--- src/logic/vbd_pkg.sv ---
`default_nettype none
package vbd_pkg;
    // local cpu bus map
    localparam logic [31:0] ADDR_CNT_LONG = 32'hFE60_0000;
    localparam logic [31:0] ADDR_CNT_DBL = 32'hFE60_0020;
    localparam logic [31:0] ADDR_STATUS = 32'hFE38_0002;
    localparam logic [31:0] ADDR_PAUSE = 32'h0000_0000;
    localparam int STATUS_OK_BIT = 4;
    localparam int CNT_MSB = 9;
    localparam int CNT_W = 10;
    localparam int BEAT_W = 8;
    // function codes carried by the setup cycles
    localparam logic [2:0] FC_SUPER = 3'h4;
    localparam logic [2:0] FC_USER = 3'h0;
    // address steps per beat
    localparam logic [31:0] STEP_LONG = 32'h0000_0004;
    localparam logic [31:0] STEP_DBL = 32'h0000_0008;
    // software-side limits, in bytes
    localparam logic [11:0] MIN_LONG = 12'h008;
    localparam logic [11:0] MIN_DBL = 12'h010;
    localparam logic [11:0] MAX_LONG = 12'h3FC;
    localparam logic [11:0] MAX_DBL = 12'h7F0;
    localparam logic [11:0] PAGE_BYTES = 12'h800;
    localparam int PAGE_LSB_W = 11;
    localparam logic [31:0] STATUS_RST = 32'h0000_0000;
endpackage
`default_nettype wire

--- src/logic/vbd_cpu_if.sv ---
`timescale 1ns/1ps
`default_nettype none
interface vbd_cpu_if;
    logic req;
    logic we;
    logic alt;
    logic [2:0] fc;
    logic [31:0] addr;
    logic [31:0] wdata;
    logic [31:0] rdata;
    logic ack;
    logic irq_mask;
    modport dev (input req, input we, input alt, input fc, input addr, input wdata,
                 output rdata, output ack, output irq_mask);
    modport cpu (output req, output we, output alt, output fc, output addr, output wdata,
                 input rdata, input ack, input irq_mask);
endinterface
`default_nettype wire

--- src/logic/vbd_engine.sv ---
`timescale 1ns/1ps
`default_nettype none
module vbd_engine (
    input wire logic clk_sys, // 25 MHz
    input wire logic nrst, // async reset
    vbd_cpu_if.dev cpu, // local cpu bus
    output logic vme_req, // vme beat request
    output logic [31:0] vme_addr, // vme beat address
    output logic vme_blk, // block beat, else single setup read
    output logic vme_dbl, // 64-bit beat
    output logic vme_super, // supervisor space
    input wire logic [63:0] vme_rdata, // beat data
    input wire logic vme_ack, // beat done
    input wire logic vme_berr, // bus error
    output logic ram_we, // ram write pulse
    output logic [31:0] ram_addr, // ram address
    output logic [63:0] ram_wdata, // ram data
    output logic ram_dbl, // 64-bit write
    output logic busy, // engine not idle
    output logic status_ok // last block ok
);
    typedef enum logic [4:0] {
        ST_IDLE = 5'b00001,
        ST_ARMED = 5'b00010,
        ST_SETUP_RD = 5'b00100,
        ST_WAIT_WR = 5'b01000,
        ST_XFER = 5'b10000
    } vbd_state_e;

    vbd_state_e state_reg, state_next;
    logic [vbd_pkg::BEAT_W-1:0] beats_reg, beats_next;
    logic dbl_reg, dbl_next;
    logic super_reg, super_next;
    logic ok_reg, ok_next;
    logic mask_reg, mask_next;
    logic ack_reg, ack_next;
    logic [31:0] rdata_reg, rdata_next;
    logic [31:0] vaddr_reg, vaddr_next;
    logic [31:0] laddr_reg, laddr_next;
    logic ram_we_reg, ram_we_next;
    logic [31:0] ram_addr_reg, ram_addr_next;
    logic [63:0] ram_wdata_reg, ram_wdata_next;

    logic take;
    logic ordinary;
    logic cnt_long;
    logic cnt_dbl;
    logic stat_rd;
    logic [31:0] step;
    logic [31:0] stat_word;

    // one cycle per request: ack pulse blocks a second take of the same cycle
    assign take = cpu.req && !ack_reg;
    assign ordinary = take && !cpu.alt;
    assign cnt_long = ordinary && cpu.we && (cpu.addr == vbd_pkg::ADDR_CNT_LONG);
    assign cnt_dbl = ordinary && cpu.we && (cpu.addr == vbd_pkg::ADDR_CNT_DBL);
    assign stat_rd = ordinary && !cpu.we && (cpu.addr == vbd_pkg::ADDR_STATUS);
    assign step = dbl_reg ? vbd_pkg::STEP_DBL : vbd_pkg::STEP_LONG;

    always_comb
    begin
        stat_word = vbd_pkg::STATUS_RST;
        stat_word[vbd_pkg::STATUS_OK_BIT] = ok_reg;
    end

    always_comb
    begin
        state_next = state_reg;
        beats_next = beats_reg;
        dbl_next = dbl_reg;
        super_next = super_reg;
        ok_next = ok_reg;
        mask_next = mask_reg;
        ack_next = 1'b0;
        rdata_next = rdata_reg;
        vaddr_next = vaddr_reg;
        laddr_next = laddr_reg;
        ram_we_next = 1'b0;
        ram_addr_next = ram_addr_reg;
        ram_wdata_next = ram_wdata_reg;
        case (state_reg)
            ST_IDLE:
            begin
                // plain cycles other than count writes, alternate ones included, are answered and ignored
                if (take)
                begin
                    ack_next = 1'b1;
                    rdata_next = stat_rd ? stat_word : vbd_pkg::STATUS_RST;
                end
                if (cnt_long)
                begin
                    // bits 1:0 dropped, bits 31:10 ignored
                    beats_next = cpu.wdata[vbd_pkg::CNT_MSB:2];
                    dbl_next = 1'b0;
                    mask_next = 1'b1;
                    state_next = ST_ARMED;
                end
                else if (cnt_dbl)
                begin
                    // count in words, truncated to 8; two longword pairs per 8 words
                    beats_next = {cpu.wdata[vbd_pkg::CNT_MSB:3], 1'b0};
                    dbl_next = 1'b1;
                    mask_next = 1'b1;
                    state_next = ST_ARMED;
                end
            end
            ST_ARMED:
            begin
                if (take && cpu.alt && !cpu.we)
                begin
                    // first setup cycle: vme source, read direction
                    vaddr_next = cpu.addr;
                    super_next = (cpu.fc == vbd_pkg::FC_SUPER);
                    state_next = ST_SETUP_RD;
                end
                else if (take)
                begin
                    // out-of-order or plain cycles pass untouched
                    ack_next = 1'b1;
                    rdata_next = stat_rd ? stat_word : vbd_pkg::STATUS_RST;
                end
            end
            ST_SETUP_RD:
            begin
                if (vme_berr)
                begin
                    ok_next = 1'b0;
                    mask_next = 1'b0;
                    ack_next = 1'b1;
                    rdata_next = vbd_pkg::STATUS_RST;
                    state_next = ST_IDLE;
                end
                else if (vme_ack)
                begin
                    ack_next = 1'b1;
                    rdata_next = vme_rdata[31:0];
                    state_next = ST_WAIT_WR;
                end
            end
            ST_WAIT_WR:
            begin
                if (take)
                begin
                    ack_next = 1'b1;
                    rdata_next = stat_rd ? stat_word : vbd_pkg::STATUS_RST;
                end
                if (take && cpu.alt && cpu.we)
                begin
                    laddr_next = cpu.addr;
                    if (beats_reg == '0)
                    begin
                        // nothing to move: finish at once
                        ok_next = 1'b1;
                        mask_next = 1'b0;
                        state_next = ST_IDLE;
                    end
                    else
                    begin
                        state_next = ST_XFER;
                    end
                end
            end
            ST_XFER:
            begin
                // cpu cycles wait here unanswered: the local bus is ours
                if (vme_berr)
                begin
                    ok_next = 1'b0;
                    mask_next = 1'b0;
                    state_next = ST_IDLE;
                end
                else if (vme_ack)
                begin
                    ram_we_next = 1'b1;
                    ram_addr_next = laddr_reg;
                    ram_wdata_next = vme_rdata;
                    vaddr_next = vaddr_reg + step;
                    laddr_next = laddr_reg + step;
                    beats_next = beats_reg - 1'b1;
                    if (beats_reg == 1'b1)
                    begin
                        ok_next = 1'b1;
                        mask_next = 1'b0;
                        state_next = ST_IDLE;
                    end
                end
            end
            default:
            begin
                state_next = ST_IDLE;
                mask_next = 1'b0;
            end
        endcase
    end

    always_ff @(posedge clk_sys or negedge nrst)
    begin
        if (!nrst)
        begin
            state_reg <= ST_IDLE;
            beats_reg <= '0;
            dbl_reg <= 1'b0;
            super_reg <= 1'b0;
            ok_reg <= 1'b0;
            mask_reg <= 1'b0;
            ack_reg <= 1'b0;
            rdata_reg <= vbd_pkg::STATUS_RST;
            vaddr_reg <= '0;
            laddr_reg <= '0;
            ram_we_reg <= 1'b0;
            ram_addr_reg <= '0;
            ram_wdata_reg <= '0;
        end
        else
        begin
            state_reg <= state_next;
            beats_reg <= beats_next;
            dbl_reg <= dbl_next;
            super_reg <= super_next;
            ok_reg <= ok_next;
            mask_reg <= mask_next;
            ack_reg <= ack_next;
            rdata_reg <= rdata_next;
            vaddr_reg <= vaddr_next;
            laddr_reg <= laddr_next;
            ram_we_reg <= ram_we_next;
            ram_addr_reg <= ram_addr_next;
            ram_wdata_reg <= ram_wdata_next;
        end
    end

    assign cpu.ack = ack_reg;
    assign cpu.rdata = rdata_reg;
    assign cpu.irq_mask = mask_reg;
    // request held through a whole block; each ack cycle is one beat
    assign vme_req = (state_reg == ST_SETUP_RD) || (state_reg == ST_XFER);
    assign vme_addr = vaddr_reg;
    assign vme_blk = (state_reg == ST_XFER);
    assign vme_dbl = dbl_reg && (state_reg == ST_XFER);
    assign vme_super = super_reg;
    assign ram_we = ram_we_reg;
    assign ram_addr = ram_addr_reg;
    assign ram_wdata = ram_wdata_reg;
    assign ram_dbl = dbl_reg;
    assign busy = (state_reg != ST_IDLE);
    assign status_ok = ok_reg;
endmodule
`default_nettype wire

--- src/flat_wrapper.sv ---
// flat-port wrapper written by rule: the top's interface ports become plain ports
module vbd_engine_flat 
  (clk_sys, nrst, vme_req, vme_addr, vme_blk, vme_dbl, vme_super, vme_rdata, vme_ack, vme_berr, ram_we, ram_addr, ram_wdata, ram_dbl, busy, status_ok, cpu_req, cpu_we, cpu_alt, cpu_fc, cpu_addr, cpu_wdata, cpu_rdata, cpu_ack, cpu_irq_mask);
  vbd_cpu_if cpu_i ();
  input wire logic clk_sys;
  input wire logic nrst;
  output logic vme_req;
  output logic [31:0] vme_addr;
  output logic vme_blk;
  output logic vme_dbl;
  output logic vme_super;
  input wire logic [63:0] vme_rdata;
  input wire logic vme_ack;
  input wire logic vme_berr;
  output logic ram_we;
  output logic [31:0] ram_addr;
  output logic [63:0] ram_wdata;
  output logic ram_dbl;
  output logic busy;
  output logic status_ok;
  input wire logic [$bits(cpu_i.req)-1:0] cpu_req;
  input wire logic [$bits(cpu_i.we)-1:0] cpu_we;
  input wire logic [$bits(cpu_i.alt)-1:0] cpu_alt;
  input wire logic [$bits(cpu_i.fc)-1:0] cpu_fc;
  input wire logic [$bits(cpu_i.addr)-1:0] cpu_addr;
  input wire logic [$bits(cpu_i.wdata)-1:0] cpu_wdata;
  output wire logic [$bits(cpu_i.rdata)-1:0] cpu_rdata;
  output wire logic [$bits(cpu_i.ack)-1:0] cpu_ack;
  output wire logic [$bits(cpu_i.irq_mask)-1:0] cpu_irq_mask;
  assign cpu_i.req = cpu_req;
  assign cpu_i.we = cpu_we;
  assign cpu_i.alt = cpu_alt;
  assign cpu_i.fc = cpu_fc;
  assign cpu_i.addr = cpu_addr;
  assign cpu_i.wdata = cpu_wdata;
  assign cpu_rdata = cpu_i.rdata;
  assign cpu_ack = cpu_i.ack;
  assign cpu_irq_mask = cpu_i.irq_mask;
  vbd_engine u_core (.clk_sys(clk_sys), .nrst(nrst), .cpu(cpu_i), .vme_req(vme_req), .vme_addr(vme_addr), .vme_blk(vme_blk), .vme_dbl(vme_dbl), .vme_super(vme_super), .vme_rdata(vme_rdata), .vme_ack(vme_ack), .vme_berr(vme_berr), .ram_we(ram_we), .ram_addr(ram_addr), .ram_wdata(ram_wdata), .ram_dbl(ram_dbl), .busy(busy), .status_ok(status_ok));
endmodule
--- config.mk ---
export PLATFORM = sky130hd
export DESIGN_NAME = vbd_engine_flat
export DESIGN_NICKNAME = d
export VERILOG_FILES = /design/src/logic/vbd_pkg.sv /design/src/logic/vbd_cpu_if.sv /design/src/logic/vbd_engine.sv /design/src/flat_wrapper.sv
export SDC_FILE = /design/constraint.sdc
export NUM_CORES = 1
export LEC_CHECK = 0
export BUFFER_PORTS_ARGS = -buffer_cell sky130_fd_sc_hd__buf_2
export CORE_UTILIZATION = 47
export CTS_CLUSTER_DIAMETER = 100
export CTS_CLUSTER_SIZE = 20
export DETAILED_ROUTE_END_ITERATION = 6
export HOLD_SLACK_MARGIN = 0.02
export PLACE_DENSITY = 0.77
export SLEW_MARGIN = 20
export SYNTH_ARGS = -nofsm -noshare
export SYNTH_HDL_FRONTEND = slang
export SYNTH_SLANG_ARGS = --single-unit
--- constraint.sdc ---
create_clock -name clk_sys -period 2.47 [get_ports clk_sys]
set_input_delay 0.247 -clock clk_sys [delete_from_list [all_inputs] [get_ports clk_sys]]
set_output_delay 0.247 -clock clk_sys [all_outputs]
set_load 0.02 [all_outputs]
==> metrics.md, run 1 <==
| Metric | Value |
|---|---|
| Outcome | `complete, no violations` |
| Maximum vdd drop | `slightly above 0.3 mV` |
| Slew @ Worst Pin | `between 700 and 800 ps` |
| Synth top area share | `just over 50%` |
| Tot Pwr | `6537 uW` |
| Worst-Skew Late Latency | `around 480 ps` |
| #FFs+latches synth | `211` |
| Sink Count | `211` |
| Clock buffer depth | `3` |
| I/O Buffers | `~280` |
| Largest net degree at the start of global routing | `67` |
| Initial Util | `48.47%` |
| CTS tree | `yes` |
| Number of global-route vias before repair | `9,393` |
| Routed via count | `10,047` |
| Die area | `22,480 um^2` |
| Ports | `roughly 310` |
| Final hold slack | `38.45 ps` |
| Worst hold start | `cpu_fc[2]` |
| Total setup buffers inserted after CTS | `0` |
| Drt via density | `about 5.7` |
| Syn Std Cell Area | `about 10,000 um^2` |
| Hold depth | `3` |
| Final #Nets | `between 1,500 and 2,000` |
| Clk slew on worst S/H paths | `roughly 90 ps` |
| Number of CTS-inserted buffers | `14` |
| WHS Endpoint | `u_core.vme_super$_DFFE_PN0P_` |
| Top cells by area, synth | `dfrtp_1 (51%), nand2_1 (14%), a21oi_1 (3.6%)` |
| Die width | `149.9 um` |
| Max Cap Viol | `0` |
| Total Routing Usage GR | `roughly 27%` |
| Post-route ant nets | `0` |
| Sequential share of the synthesized area | `between 50% and 60%` |
| Dpl hpwl | `between 20 and 25 mm` |
| Final Hold Viols | `0` |
| First-pass GRT wire length | `approximately 49 mm` |
| EDFF count, synth | `0` |
| FF-to-FF Start | `u_core.ram_dbl$_DFFE_PN0P_` |
| Syn Nets | `about 1,300` |
| R2R Path End | `u_core.laddr_reg[20]$_DFFE_PN0P_` |
| Crit path kind | `register to output port` |
| Setup-failing EPs final | `0` |
| Netlist cell types | `63` |
| Post-route DRC | `0` |
| Fillers | `between 1,500 and 2,000` |
| Clk_skew | `approximately 16 ps` |
| Root Driver | `clkbuf_16` |
| P_leak | `about 0.007 uW` |
| Asr flop ratio synth | `100.0%` |
| Die height | `between 100 and 150 um` |
| Setup TNS | `0 ps` |
| Initial antenna violation count | `2` |
| Crit. End Element | `output port` |
| Power density cells | `~490 nW/um^2` |
| Hold Path Class | `input port to register` |
| Reg2reg setup slack | `approximately 90 ps` |
| Mapped Cells | `~1,200` |
| Gpl congestion | `between 0.9 and 1` |
| DRT iter0 DRCs | `between 700 and 800` |
| Layout cells sized above 1 | `approximately a quarter` |
| DR pass1 iterations | `7` |
| Flip-flop count of the largest register after layout | `64` |
| Syn avg cell area | `around 8.9 um^2` |
| Worst Setup Start Kind | `register` |
| Fin crit period | `2427 ps` |
| Final period utilization | `98.26%` |
| Final Max Slew Viols | `0` |
| Setup ws final | `~43 ps` |
| Top-count cell post-synth | `nand2_1` |
| WP data required | `roughly 2200 ps` |
| Detailed Route WL | `about 31 mm` |
| Final core utilization | `63.02%` |
| H-tree levels | `1` |
| WP data arrival | `between 2000 and 2500 ps` |
| Pre-CTS setup slack | `about 27 ps` |
| CP Max Fanout | `20` |
| RSZ-0062 raised after global routing | `true` |
| Biggest area consumer among synthesized cells | `dfrtp_1` |
| Core area | `between 20,000 and 25,000 um^2` |
| Row count | `53` |
| Highest clock rate | `a little over 400 MHz` |
| P&R area growth vs syn | `30.04%` |
| Worst R2R Path Depth | `10` |
| Relative slew slack | `49.45%` |
| Routed len/inst | `roughly 18 um` |
| Ys Warns | `0` |
| Top post-synthesis cells by count | `nand2_1 (370), dfrtp_1 (210), a21oi_1 (75), inv_1 (47), o21ai_0 (44)` |
| Global route total overflow | `0` |
| Ys flop type | `dfrtp_1` |
-- layout make-up --
type                    instances  area (um^2)  area share (%)
clock inverters                 1        11.26         0.08420
diodes                          3        7.507         0.05613
repair buffers                386         2559           19.13
flip-flops and latches        211         5284           39.51
inverters                      48        183.9           1.375
clock buffers                  20        394.1           2.947
well taps                     275        344.1           2.573
multi-input cells             832         4591           34.32
-- critical path, stage by stage, from the launching register on --
cell and delay, ps:
dfrtp_2 450, or3_4 410, or2_4 320, inv_2 150, buf_12 180, buf_2 180
-- how the worst max path moves through the flow --
stage	end	cells past startpoint	slack, ps	from
floorplan	u_core.laddr_reg[24]$_DFFE_PN0P_	9	-5	u_core.ram_dbl$_DFFE_PN0P_
global placement	u_core.vme_addr[28]$_DFFE_PN0P_	9	60	u_core.ram_dbl$_DFFE_PN0P_
detailed placement	u_core.vme_addr[28]$_DFFE_PN0P_	9	30	u_core.ram_dbl$_DFFE_PN0P_
CTS	u_core.vme_addr[28]$_DFFE_PN0P_	9	20	u_core.ram_dbl$_DFFE_PN0P_
global route	vme_blk	5	-10	u_core.state_reg[2]$_DFFE_PN0P_
finish	vme_blk	5	40	u_core.state_reg[2]$_DFFE_PN0P_
-- per-stage QoR --
| stage | instance area, um^2 | std cells |
|---|---|---|
| 5_1_grt | 13370 | 1775 |
| 2_1_floorplan | 10330 | 1160 |
| 6_report | 13370 | 1776 |
| 3_3_place_gp | 12200 | 1685 |
| 3_5_place_dp | 12200 | 1685 |
| 4_1_cts | 13320 | 1772 |
-- cell usage in the layout (no fill, tap or decap), drive strengths merged, types with 6 or more instances in the layout --
| cell type | count |
|---|---|
| a2bb2oi | 8 |
| ha | 6 |
| nor4 | 10 |
| clkbuf | 21 |
| nand3 | 28 |
| mux2i | 36 |
| dfrtp | 210 |
| dlygate4sd3 | 65 |
| inv | 48 |
| o22a | 21 |
| nor2 | 40 |
| nand4 | 23 |
| o21ai | 45 |
| and2 | 7 |
| or3 | 7 |
| a31oi | 18 |
| nand2 | 370 |
| a21oi | 75 |
| and4 | 8 |
| and3 | 11 |
| o2bb2ai | 6 |
| nor3 | 18 |
| o22ai | 14 |
| buf | 318 |
-- layer usage --
| layer | track usage, % | vias to the layer above | wire, um |
|---|---|---|---|
| met1 | 36.85 | 4760 | 13120 |
| met5 | 0 | - | 0 |
| met2 | 43.54 | 509 | 14690 |
| met3 | 5.244 | 91 | 2675 |
| met4 | 10.00 | 0 | 956 |
| li1 | - | 4687 | - |
-- power by group --
| part | leakage [uW] | total [uW] | switching (uW) | internal (uW) |
|---|---|---|---|---|
| logic | 0.00396 | 631 | 350 | 281 |
| registers | 0.00285 | 3590 | 67.0 | 3520 |
| clock network | 0.000197 | 2320 | 1190 | 1130 |
| total | 0.00701 | 6540 | 1610 | 4930 |
-- repair_timing --
item                                   4_1_cts  5_1_grt
endpoints found under the hold margin      146        1
pin swaps                                    1        1
setup endpoints to repair                    4       13
cloned                                       2        0
gates resized for setup                      2       11
hold buffers                                64        1
-- cell families after synthesis --
family,after synthesis,synth area share [%]
AND/OR/NAND/NOR,555,24.29
buffers and inverters,117,4.951
flip-flops,211,51.35
adder cells (fa/ha/maj),8,1.119
multiplexers,38,3.723
AO/OA/AOI/OAI,231,14.56
No activity file was read; power rests on OpenSTA's default activity.
==> inputs of run 2 (changes only) <==
--- a/config.mk
+++ b/config.mk
@@ -6,12 +6,14 @@
 export NUM_CORES = 1
 export LEC_CHECK = 0
 export BUFFER_PORTS_ARGS = -buffer_cell sky130_fd_sc_hd__buf_2
-export CORE_UTILIZATION = 47
+export CORE_UTILIZATION = 54
+export CTS_BUF_LIST = sky130_fd_sc_hd__clkbuf_2 sky130_fd_sc_hd__clkbuf_4 sky130_fd_sc_hd__clkbuf_8
 export CTS_CLUSTER_DIAMETER = 100
 export CTS_CLUSTER_SIZE = 20
 export DETAILED_ROUTE_END_ITERATION = 6
 export HOLD_SLACK_MARGIN = 0.02
-export PLACE_DENSITY = 0.77
+export MAX_ROUTING_LAYER = met4
+export PLACE_DENSITY = 0.83
 export SLEW_MARGIN = 20
 export SYNTH_ARGS = -nofsm -noshare
 export SYNTH_HDL_FRONTEND = slang
==> constraint.sdc (replaced) <==
create_clock -name clk_sys -period 2.3 [get_ports clk_sys]
set_input_delay 0.23 -clock clk_sys [delete_from_list [all_inputs] [get_ports clk_sys]]
set_output_delay 0.23 -clock clk_sys [all_outputs]
set_load 0.02 [all_outputs]
==> run 2 against run 1 <==
Net effect: the flow now finishes with violations (setup timing); register-to-register slack got worse by 180 ps; clock power decreased by 19%; via count increased by 2.9%; cell area increased by 2.2%; sequential power increased by 7.5%; hold slack got worse by 9.2 ps; routed wire length increased by 1.4%; largest cell class unchanged.
==> metrics.md, run 2 (synthesized netlist as in run 1, its figures left out) <==
| Metric | Value |
|---|---|
| Outcome | `finished, violations left (was complete, no violations)` |
| Failing checks | `setup timing` |
| Highest clock rate | `roughly 420 MHz` |
| Fin crit period | `about 2400 ps` |
| H-tree levels | `1 (unchanged)` |
| Root Driver | `clkbuf_8 (was clkbuf_16)` |
| DRT iter0 DRCs | `916 (was 789)` |
| Maximum vdd drop | `0.3999 mV (was 0.3017 mV)` |
| Setup-failing EPs final | `11 (was 0)` |
| Crit path kind | `register to register (was register to output port)` |
| Worst Setup Start Kind | `register (unchanged)` |
| Commonest non-fill, non-tap cell in the layout | `nand2_1 (unchanged)` |
| Clk slew on worst S/H paths | `140 ps (was 90 ps)` |
| Detailed Route WL | `31.88 mm (was 31.44 mm)` |
| Post-route DRC | `0 (unchanged)` |
| Layout cells sized above 1 | `27.41% (was 24.90%)` |
| Total Routing Usage GR | `32.70% (was 27.28%)` |
| Crit. End Element | `register (was output port)` |
| Die height | `140.0 um (was 149.9 um)` |
| Final period utilization | `103.7%` |
| FF-to-FF Start | `u_core.ram_dbl$_DFFE_PN0P_ (unchanged)` |
| Ports | `308 (unchanged)` |
| WP data arrival | `2870 ps (was 2180 ps)` |
| Setup ws final | `-85.14 ps (was 43.10 ps)` |
| Sink Count | `211 (unchanged)` |
| Power density cells | `472.6 nW/um^2 (was 488.8 nW/um^2)` |
| I/O Buffers | `283 (unchanged)` |
| Gpl congestion | `0.9726 (was 0.9488)` |
| R2R Path End | `u_core.laddr_reg[22]$_DFFE_PN0P_ (was u_core.laddr_reg[20]$_DFFE_PN0P_)` |
| Die width | `140.0 um (was 149.9 um)` |
| P_leak | `0.007189 uW (was 0.007014 uW)` |
| CP max stage cell | `dfrtp_2 (unchanged)` |
| Number of CTS-inserted buffers | `14 (unchanged)` |
| Final Max Slew Viols | `0 (unchanged)` |
| Commonest cells after routing, fill and taps aside | `nand2_1 (368), buf_2 (279), dfrtp_1 (209) (was nand2_1 (370), buf_2 (281), dfrtp_1 (208))` |
| CP peak stage delay | `450 ps (about the same)` |
| Core area | `18,710 um^2 (was 21,220 um^2)` |
| Largest net degree at the start of global routing | `92 (was 67)` |
| Initial Util | `54.98% (was 48.47%)` |
| Final Hold Viols | `0 (unchanged)` |
| Slew @ Worst Pin | `733.6 ps (was 758.3 ps)` |
| DR pass1 iterations | `5 (was 7)` |
| Clk_skew | `36.92 ps (was 16.36 ps)` |
| Number of global-route vias before repair | `9,494 (was 9,393)` |
| Routed len/inst | `17.88 um (was 17.70 um)` |
| Flip-flop count of the largest register after layout | `64 (unchanged)` |
| Max Cap Viol | `0 (unchanged)` |
| Reg2reg setup slack | `-90 ps (was 90 ps)` |
| CP Max Fanout | `5 (was 20)` |
| Pre-CTS setup slack | `-91.96 ps (was 26.94 ps)` |
| Final hold slack | `29.27 ps (was 38.45 ps)` |
| Die area | `19,600 um^2 (was 22,480 um^2)` |
| Tot Pwr | `6458 uW (was 6537 uW)` |
| Design Area, Final | `13,670 um^2 (was 13,370 um^2)` |
| Initial antenna violation count | `2 (unchanged)` |
| RSZ-0062 raised after global routing | `true (unchanged)` |
| Post-route ant nets | `0 (unchanged)` |
| Global route total overflow | `0 (unchanged)` |
| Final #Nets | `1,689 (was 1,639)` |
| First-pass GRT wire length | `49.98 mm (was 48.80 mm)` |
| DP Area | `12,330 um^2 (was 12,200 um^2)` |
| P&R area growth vs syn | `32.88% (was 30.04%)` |
| WHS Endpoint | `u_core.laddr_reg[1]$_DFFE_PN0P_ (was u_core.vme_super$_DFFE_PN0P_)` |
| Relative slew slack | `51.09% (was 49.45%)` |
| Worst hold start | `cpu_addr[1] (was cpu_fc[2])` |
| Hold depth | `3 (unchanged)` |
| WP data required | `2780 ps (was 2220 ps)` |
| Drt via density | `5.797 (was 5.657)` |
| Worst R2R Path Depth | `10 (unchanged)` |
| Routed via count | `10,336 (was 10,047)` |
| Dpl hpwl | `20.67 mm (was 21.29 mm)` |
| CTS tree | `yes (unchanged)` |
| Worst path cell trace | `inv_4 -> ha_4 -> inv_2 -> fa_2 -> nand4b_1 -> nor4_4 -> buf_4 -> nand3_2 -> a21oi_2 -> a2bb2oi_2 (was or3_4 -> or2_4 -> inv_2 -> buf_12 -> buf_2)` |
| Hold Path Class | `input port to register (unchanged)` |
| Worst-Skew Late Latency | `540 ps (was 480 ps)` |
| Clock buffer depth | `3 (unchanged)` |
| Row count | `50 (was 53)` |
[run 2: cell count changes in the layout (fill, tap and decap cells not counted), sizes merged]
cell,before,now
buf,318,352
bufbuf,2,1
diode,3,2
dlygate4sd3,65,81
[run 2: per-layer routing]
layer,track usage (%),vias to the layer above,part of all wire (%)
li1,-,4779,-
met1,43.94,4863,41
met2,49.18,572,46
met3,4.957,122,8.3
met4,14.92,0,4.8
met5,-,-,0
[run 2: layout make-up]
class | instances | area, um^2
diodes | 2 | 5.005
clock buffers | 19 | 236.5
clock inverters | 1 | 11.26
fillers | 1349 | 5039
inverters | 48 | 188.9
multi-input cells | 832 | 4663
flip-flops and latches | 211 | 5283
well taps | 234 | 292.8
repair buffers | 436 | 2987
[run 2: critical path: cells and delay by family (launching register included)]
| kind | cells | cell delay, ps |
|---|---|---|
| buf+inv | 3 | 310 |
| flops | 1 | 450 |
| simple gates | 3 | 800 |
| fa+ha+maj | 2 | 460 |
| compound gates | 2 | 330 |
[run 2: how the worst max path moves through the flow]
stage / startpoint / endpoint / slack (ps) / cells past startpoint
after floorplan: u_core.ram_dbl$_DFFE_PN0P_ / u_core.laddr_reg[24]$_DFFE_PN0P_ / -170 / 9
after global placement: u_core.ram_dbl$_DFFE_PN0P_ / u_core.laddr_reg[24]$_DFFE_PN0P_ / -60 / 9
after detailed placement: u_core.ram_dbl$_DFFE_PN0P_ / u_core.laddr_reg[30]$_DFFE_PN0P_ / -90 / 9
after CTS: u_core.state_reg[2]$_DFFE_PN0P_ / vme_req / -30 / 5
after global routing: u_core.ram_dbl$_DFFE_PN0P_ / u_core.laddr_reg[22]$_DFFE_PN0P_ / -170 / 10
final: u_core.ram_dbl$_DFFE_PN0P_ / u_core.laddr_reg[22]$_DFFE_PN0P_ / -90 / 10
[run 2: power breakdown]
part           switching, uW  total (uW)  internal, uW  leakage, uW
Clock                   1210        1890           680     0.000132
Combinational            384         709           324      0.00420
Sequential              74.6        3860          3790      0.00286
Total                   1670        6460          4790      0.00719
[run 2: stage by stage]
stage / std cells / TNS, ps / utilization, %
floorplan: 1160 / -726.0 / -
global placement: 1669 / -172.5 / 65.94
detailed placement: 1669 / -628.5 / 65.94
CTS: 1772 / -127.6 / 71.98
global route: 1783 / -1876 / 73.06
finish: 1783 / -473.3 / 73.06
[run 2: repair_timing]
item / CTS / global route
buffers inserted: 1 / 8
endpoints found under the setup margin: 19 / 51
endpoints found under the hold margin: 183 / 0
pin swaps: 5 / 19
hold buffers: 81 / 0
cloned: 1 / 1
gates resized for setup: 10 / 30
==> inputs of run 3 (changes only) <==
--- a/config.mk
+++ b/config.mk
@@ -11,8 +11,8 @@
 export CTS_CLUSTER_DIAMETER = 100
 export CTS_CLUSTER_SIZE = 20
 export DETAILED_ROUTE_END_ITERATION = 6
+export GPL_TIMING_DRIVEN = 0
 export HOLD_SLACK_MARGIN = 0.02
-export MAX_ROUTING_LAYER = met4
 export PLACE_DENSITY = 0.83
 export SLEW_MARGIN = 20
 export SYNTH_ARGS = -nofsm -noshare
==> run 3 against run 2 <==
Net effect: sequential share of layout area down 0.35 points; the flow still finishes with violations (setup timing); largest cell class unchanged; combinational power up 3.1%; maximum frequency up 0.87%; clock power down 3%; largest power group unchanged.
==> metrics.md, run 3 (synthesized netlist as in run 1, its figures left out) <==
| Metric | Value |
|---|---|
| CP bufs+invs | `3 (unchanged)` |
| Sink Count | `211 (unchanged)` |
| Max Cap Viol | `0 (unchanged)` |
| Total Routing Usage GR | `35.18% (was 32.70%)` |
| Grt met3 use | `8.034% (was 4.957%)` |
| Final #Nets | `1,716 (was 1,689)` |
| Worst-Skew Late Latency | `530 ps (was 540 ps)` |
| Cell mode on critical path | `o22a_1` |
| P_leak | `0.007275 uW (was 0.007189 uW)` |
| Slew @ Worst Pin | `703.4 ps (was 733.6 ps)` |
| Final Max Slew Viols | `0 (unchanged)` |
| Setup ws final | `-64.59 ps (was -85.14 ps)` |
| Pint | `4751 uW (was 4791 uW)` |
| Largest net degree at the start of global routing | `91 (was 92)` |
| Power density cells | `465.1 nW/um^2 (was 472.6 nW/um^2)` |
| Row count | `50 (unchanged)` |
| DRT iter0 DRCs | `952 (was 916)` |
| Flop pwr share | `60.1% (was 59.8%)` |
| Flip-flop count of the largest register after layout | `64 (unchanged)` |
| Routing usage on met1 | `44.42% (was 43.94%)` |
| Crit. End Element | `register (unchanged)` |
| Logic pwr share | `11.4% (was 11.0%)` |
| Layout cells sized above 1 | `29.75% (was 27.41%)` |
| Maximum vdd drop | `0.5105 mV (was 0.3999 mV)` |
| Setup-failing EPs final | `8 (was 11)` |
| DP Area | `12,120 um^2 (was 12,330 um^2)` |
| CP peak stage delay | `480 ps (was 450 ps)` |
| Setup TNS | `-308.5 ps (was -473.3 ps)` |
| Global route total overflow | `0 (unchanged)` |
| Post-route ant nets | `0 (unchanged)` |
| Core area | `18,710 um^2 (unchanged)` |
| Commonest non-fill, non-tap cell in the layout | `nand2_1 (unchanged)` |
| Top delay family on crit path | `simple AND/OR/NAND/NOR gates (unchanged)` |
| I/O Buffers | `283 (unchanged)` |
| CP max stage cell | `dfrtp_2 (unchanged)` |
| DR pass1 iterations | `6 (was 5)` |
| Dpl hpwl | `23.72 mm (was 20.67 mm)` |
| CP Max Fanout | `5 (unchanged)` |
| WP data arrival | `2760 ps (was 2870 ps)` |
| Clk_skew | `42.56 ps (was 36.92 ps)` |
| CTS tree | `yes (unchanged)` |
| Final hold slack | `25.32 ps (was 29.27 ps)` |
| Highest clock rate | `422.9 MHz (was 419.3 MHz)` |
| Number of global-route vias before repair | `10,506 (was 9,494)` |
| Clock Power Share | `28.5% (was 29.2%)` |
| RSZ-0062 raised after global routing | `true (unchanged)` |
| Commonest cells after routing, fill and taps aside | `nand2_1 (367), buf_2 (299), dfrtp_1 (208) (was nand2_1 (368), buf_2 (279), dfrtp_1 (209))` |
| Final Hold Viols | `0 (unchanged)` |
| Ports | `308 (unchanged)` |
| Initial antenna violation count | `0 (was 2)` |
| Gpl congestion | `1.010 (was 0.9726)` |
| M2 GR Usage | `56.05% (was 49.18%)` |
| Design Area, Final | `13,790 um^2 (was 13,670 um^2)` |
| Fin crit period | `2365 ps (was 2385 ps)` |
| P&R area growth vs syn | `34.12% (was 32.88%)` |
| Clock buffer depth | `3 (unchanged)` |
| Root Driver | `clkbuf_8 (unchanged)` |
| Ant diodes | `0 (was 2)` |
| H-tree levels | `1 (unchanged)` |
| Relative slew slack | `52.93% (was 51.09%)` |
| Die height | `140.0 um (unchanged)` |
| Detailed Route WL | `35.71 mm (was 31.88 mm)` |
| Outcome | `finished, violations left (unchanged)` |
| Die area | `19,600 um^2 (unchanged)` |
| Switching share of power | `25.95% (was 25.82%)` |
| First-pass GRT wire length | `54.57 mm (was 49.98 mm)` |
| Die width | `140.0 um (unchanged)` |
| Failing checks | `setup timing (unchanged)` |
| Routed via count | `10,894 (was 10,336)` |
| Drt via density | `6.029 (was 5.797)` |
| Initial Util | `54.98% (unchanged)` |
| Clk slew on worst S/H paths | `140 ps (about the same)` |
| Sw power | `1665 uW (was 1668 uW)` |
| Final period utilization | `102.8% (was 103.7%)` |
| Worst path cell trace | `inv_4 -> ha_4 -> inv_2 -> fa_2 -> nand4b_1 -> nor4_4 -> buf_4 -> nand2_1 -> o22a_1 -> o22a_1 (was inv_4 -> ha_4 -> inv_2 -> fa_2 -> nand4b_1 -> nor4_4 -> buf_4 -> nand3_2 -> a21oi_2 -> a2bb2oi_2)` |
| Number of CTS-inserted buffers | `14 (unchanged)` |
| Final core utilization | `73.75% (was 73.06%)` |
| Crit path kind | `register to register (unchanged)` |
| Hold Path Class | `input port to register (unchanged)` |
| Post-route DRC | `0 (unchanged)` |
| WP data required | `2700 ps (was 2780 ps)` |
| Worst Setup Start Kind | `register (unchanged)` |
| Routed len/inst | `19.76 um (was 17.88 um)` |
| Global route hottest layer | `met2 (unchanged)` |
-- run 3: worst min-delay path, stage by stage --
cell	delay, ps
buf_2	120
o32ai_1	100
a21oi_1	80
-- run 3: stage by stage --
stage | instances | power [uW] | setup slack, ps
after global routing | 1807 | 6615 | -150.2
after detailed placement | 1679 | 4506 | -395.5
after CTS | 1789 | 6410 | -19.69
after global placement | 1677 | 4479 | -2920
final | 1807 | 6416 | -64.59
after floorplan | 1160 | 4163 | -173.6
-- run 3: path summary, 6_finish.rpt --
path / startpoint / endpoint / slack (ps) / depth (start not counted)
min: cpu_addr[9] / u_core.laddr_reg[9]$_DFFE_PN0P_ / 30 / 3
min in group asynchronous: nrst / u_core.laddr_reg[24]$_DFFE_PN0P_ / 190 / 2
max in group asynchronous: nrst / u_core.laddr_reg[8]$_DFFE_PN0P_ / 1340 / 3
max reg2reg: u_core.ram_dbl$_DFFE_PN0P_ / u_core.laddr_reg[20]$_DFFE_PN0P_ / -60 / 10
min reg2reg: u_core.ram_addr[30]$_DFFE_PN0P_ / u_core.ram_addr[30]$_DFFE_PN0P_ / 490 / 2
max: u_core.ram_dbl$_DFFE_PN0P_ / u_core.laddr_reg[20]$_DFFE_PN0P_ / -60 / 10
-- run 3: what timing repair did --
item,in CTS,in global routing
hold buffers,76,0
endpoints found under the hold margin,228,0
setup endpoints to repair,184,145
cloned,1,1
pin swaps,10,21
setup buffers,15,18
gates resized for setup,54,78
-- run 3: power by group through the flow --
stage / clock [uW] / sequential [uW] / combinational, uW
global route: 1970 / 3870 / 777
finish: 1830 / 3860 / 731
floorplan: 0 / 3980 / 179
CTS: 1860 / 3850 / 695
global placement: 0 / 3920 / 562
detailed placement: 0 / 3920 / 584
-- run 3: per-layer routing --
| metal | part of all wire [%] | vias to the layer above | routed length [um] |
|---|---|---|---|
| li1 | - | 4816 | - |
| met1 | 37 | 5091 | 13370 |
| met2 | 46 | 811 | 16420 |
| met3 | 11 | 176 | 3808 |
| met4 | 5.9 | 0 | 2113 |
| met5 | 0 | - | 0 |
-- run 3: layout make-up --
class	instances	area, um^2
sequential	211	5284
fill	1321	4911
multi-input combinational	833	4831
timing repair buffer	395	2517
buffer	67	449.2
tap	234	292.8
clock buffer	17	221.5
inverter	48	185.2
clock inverter	2	13.76
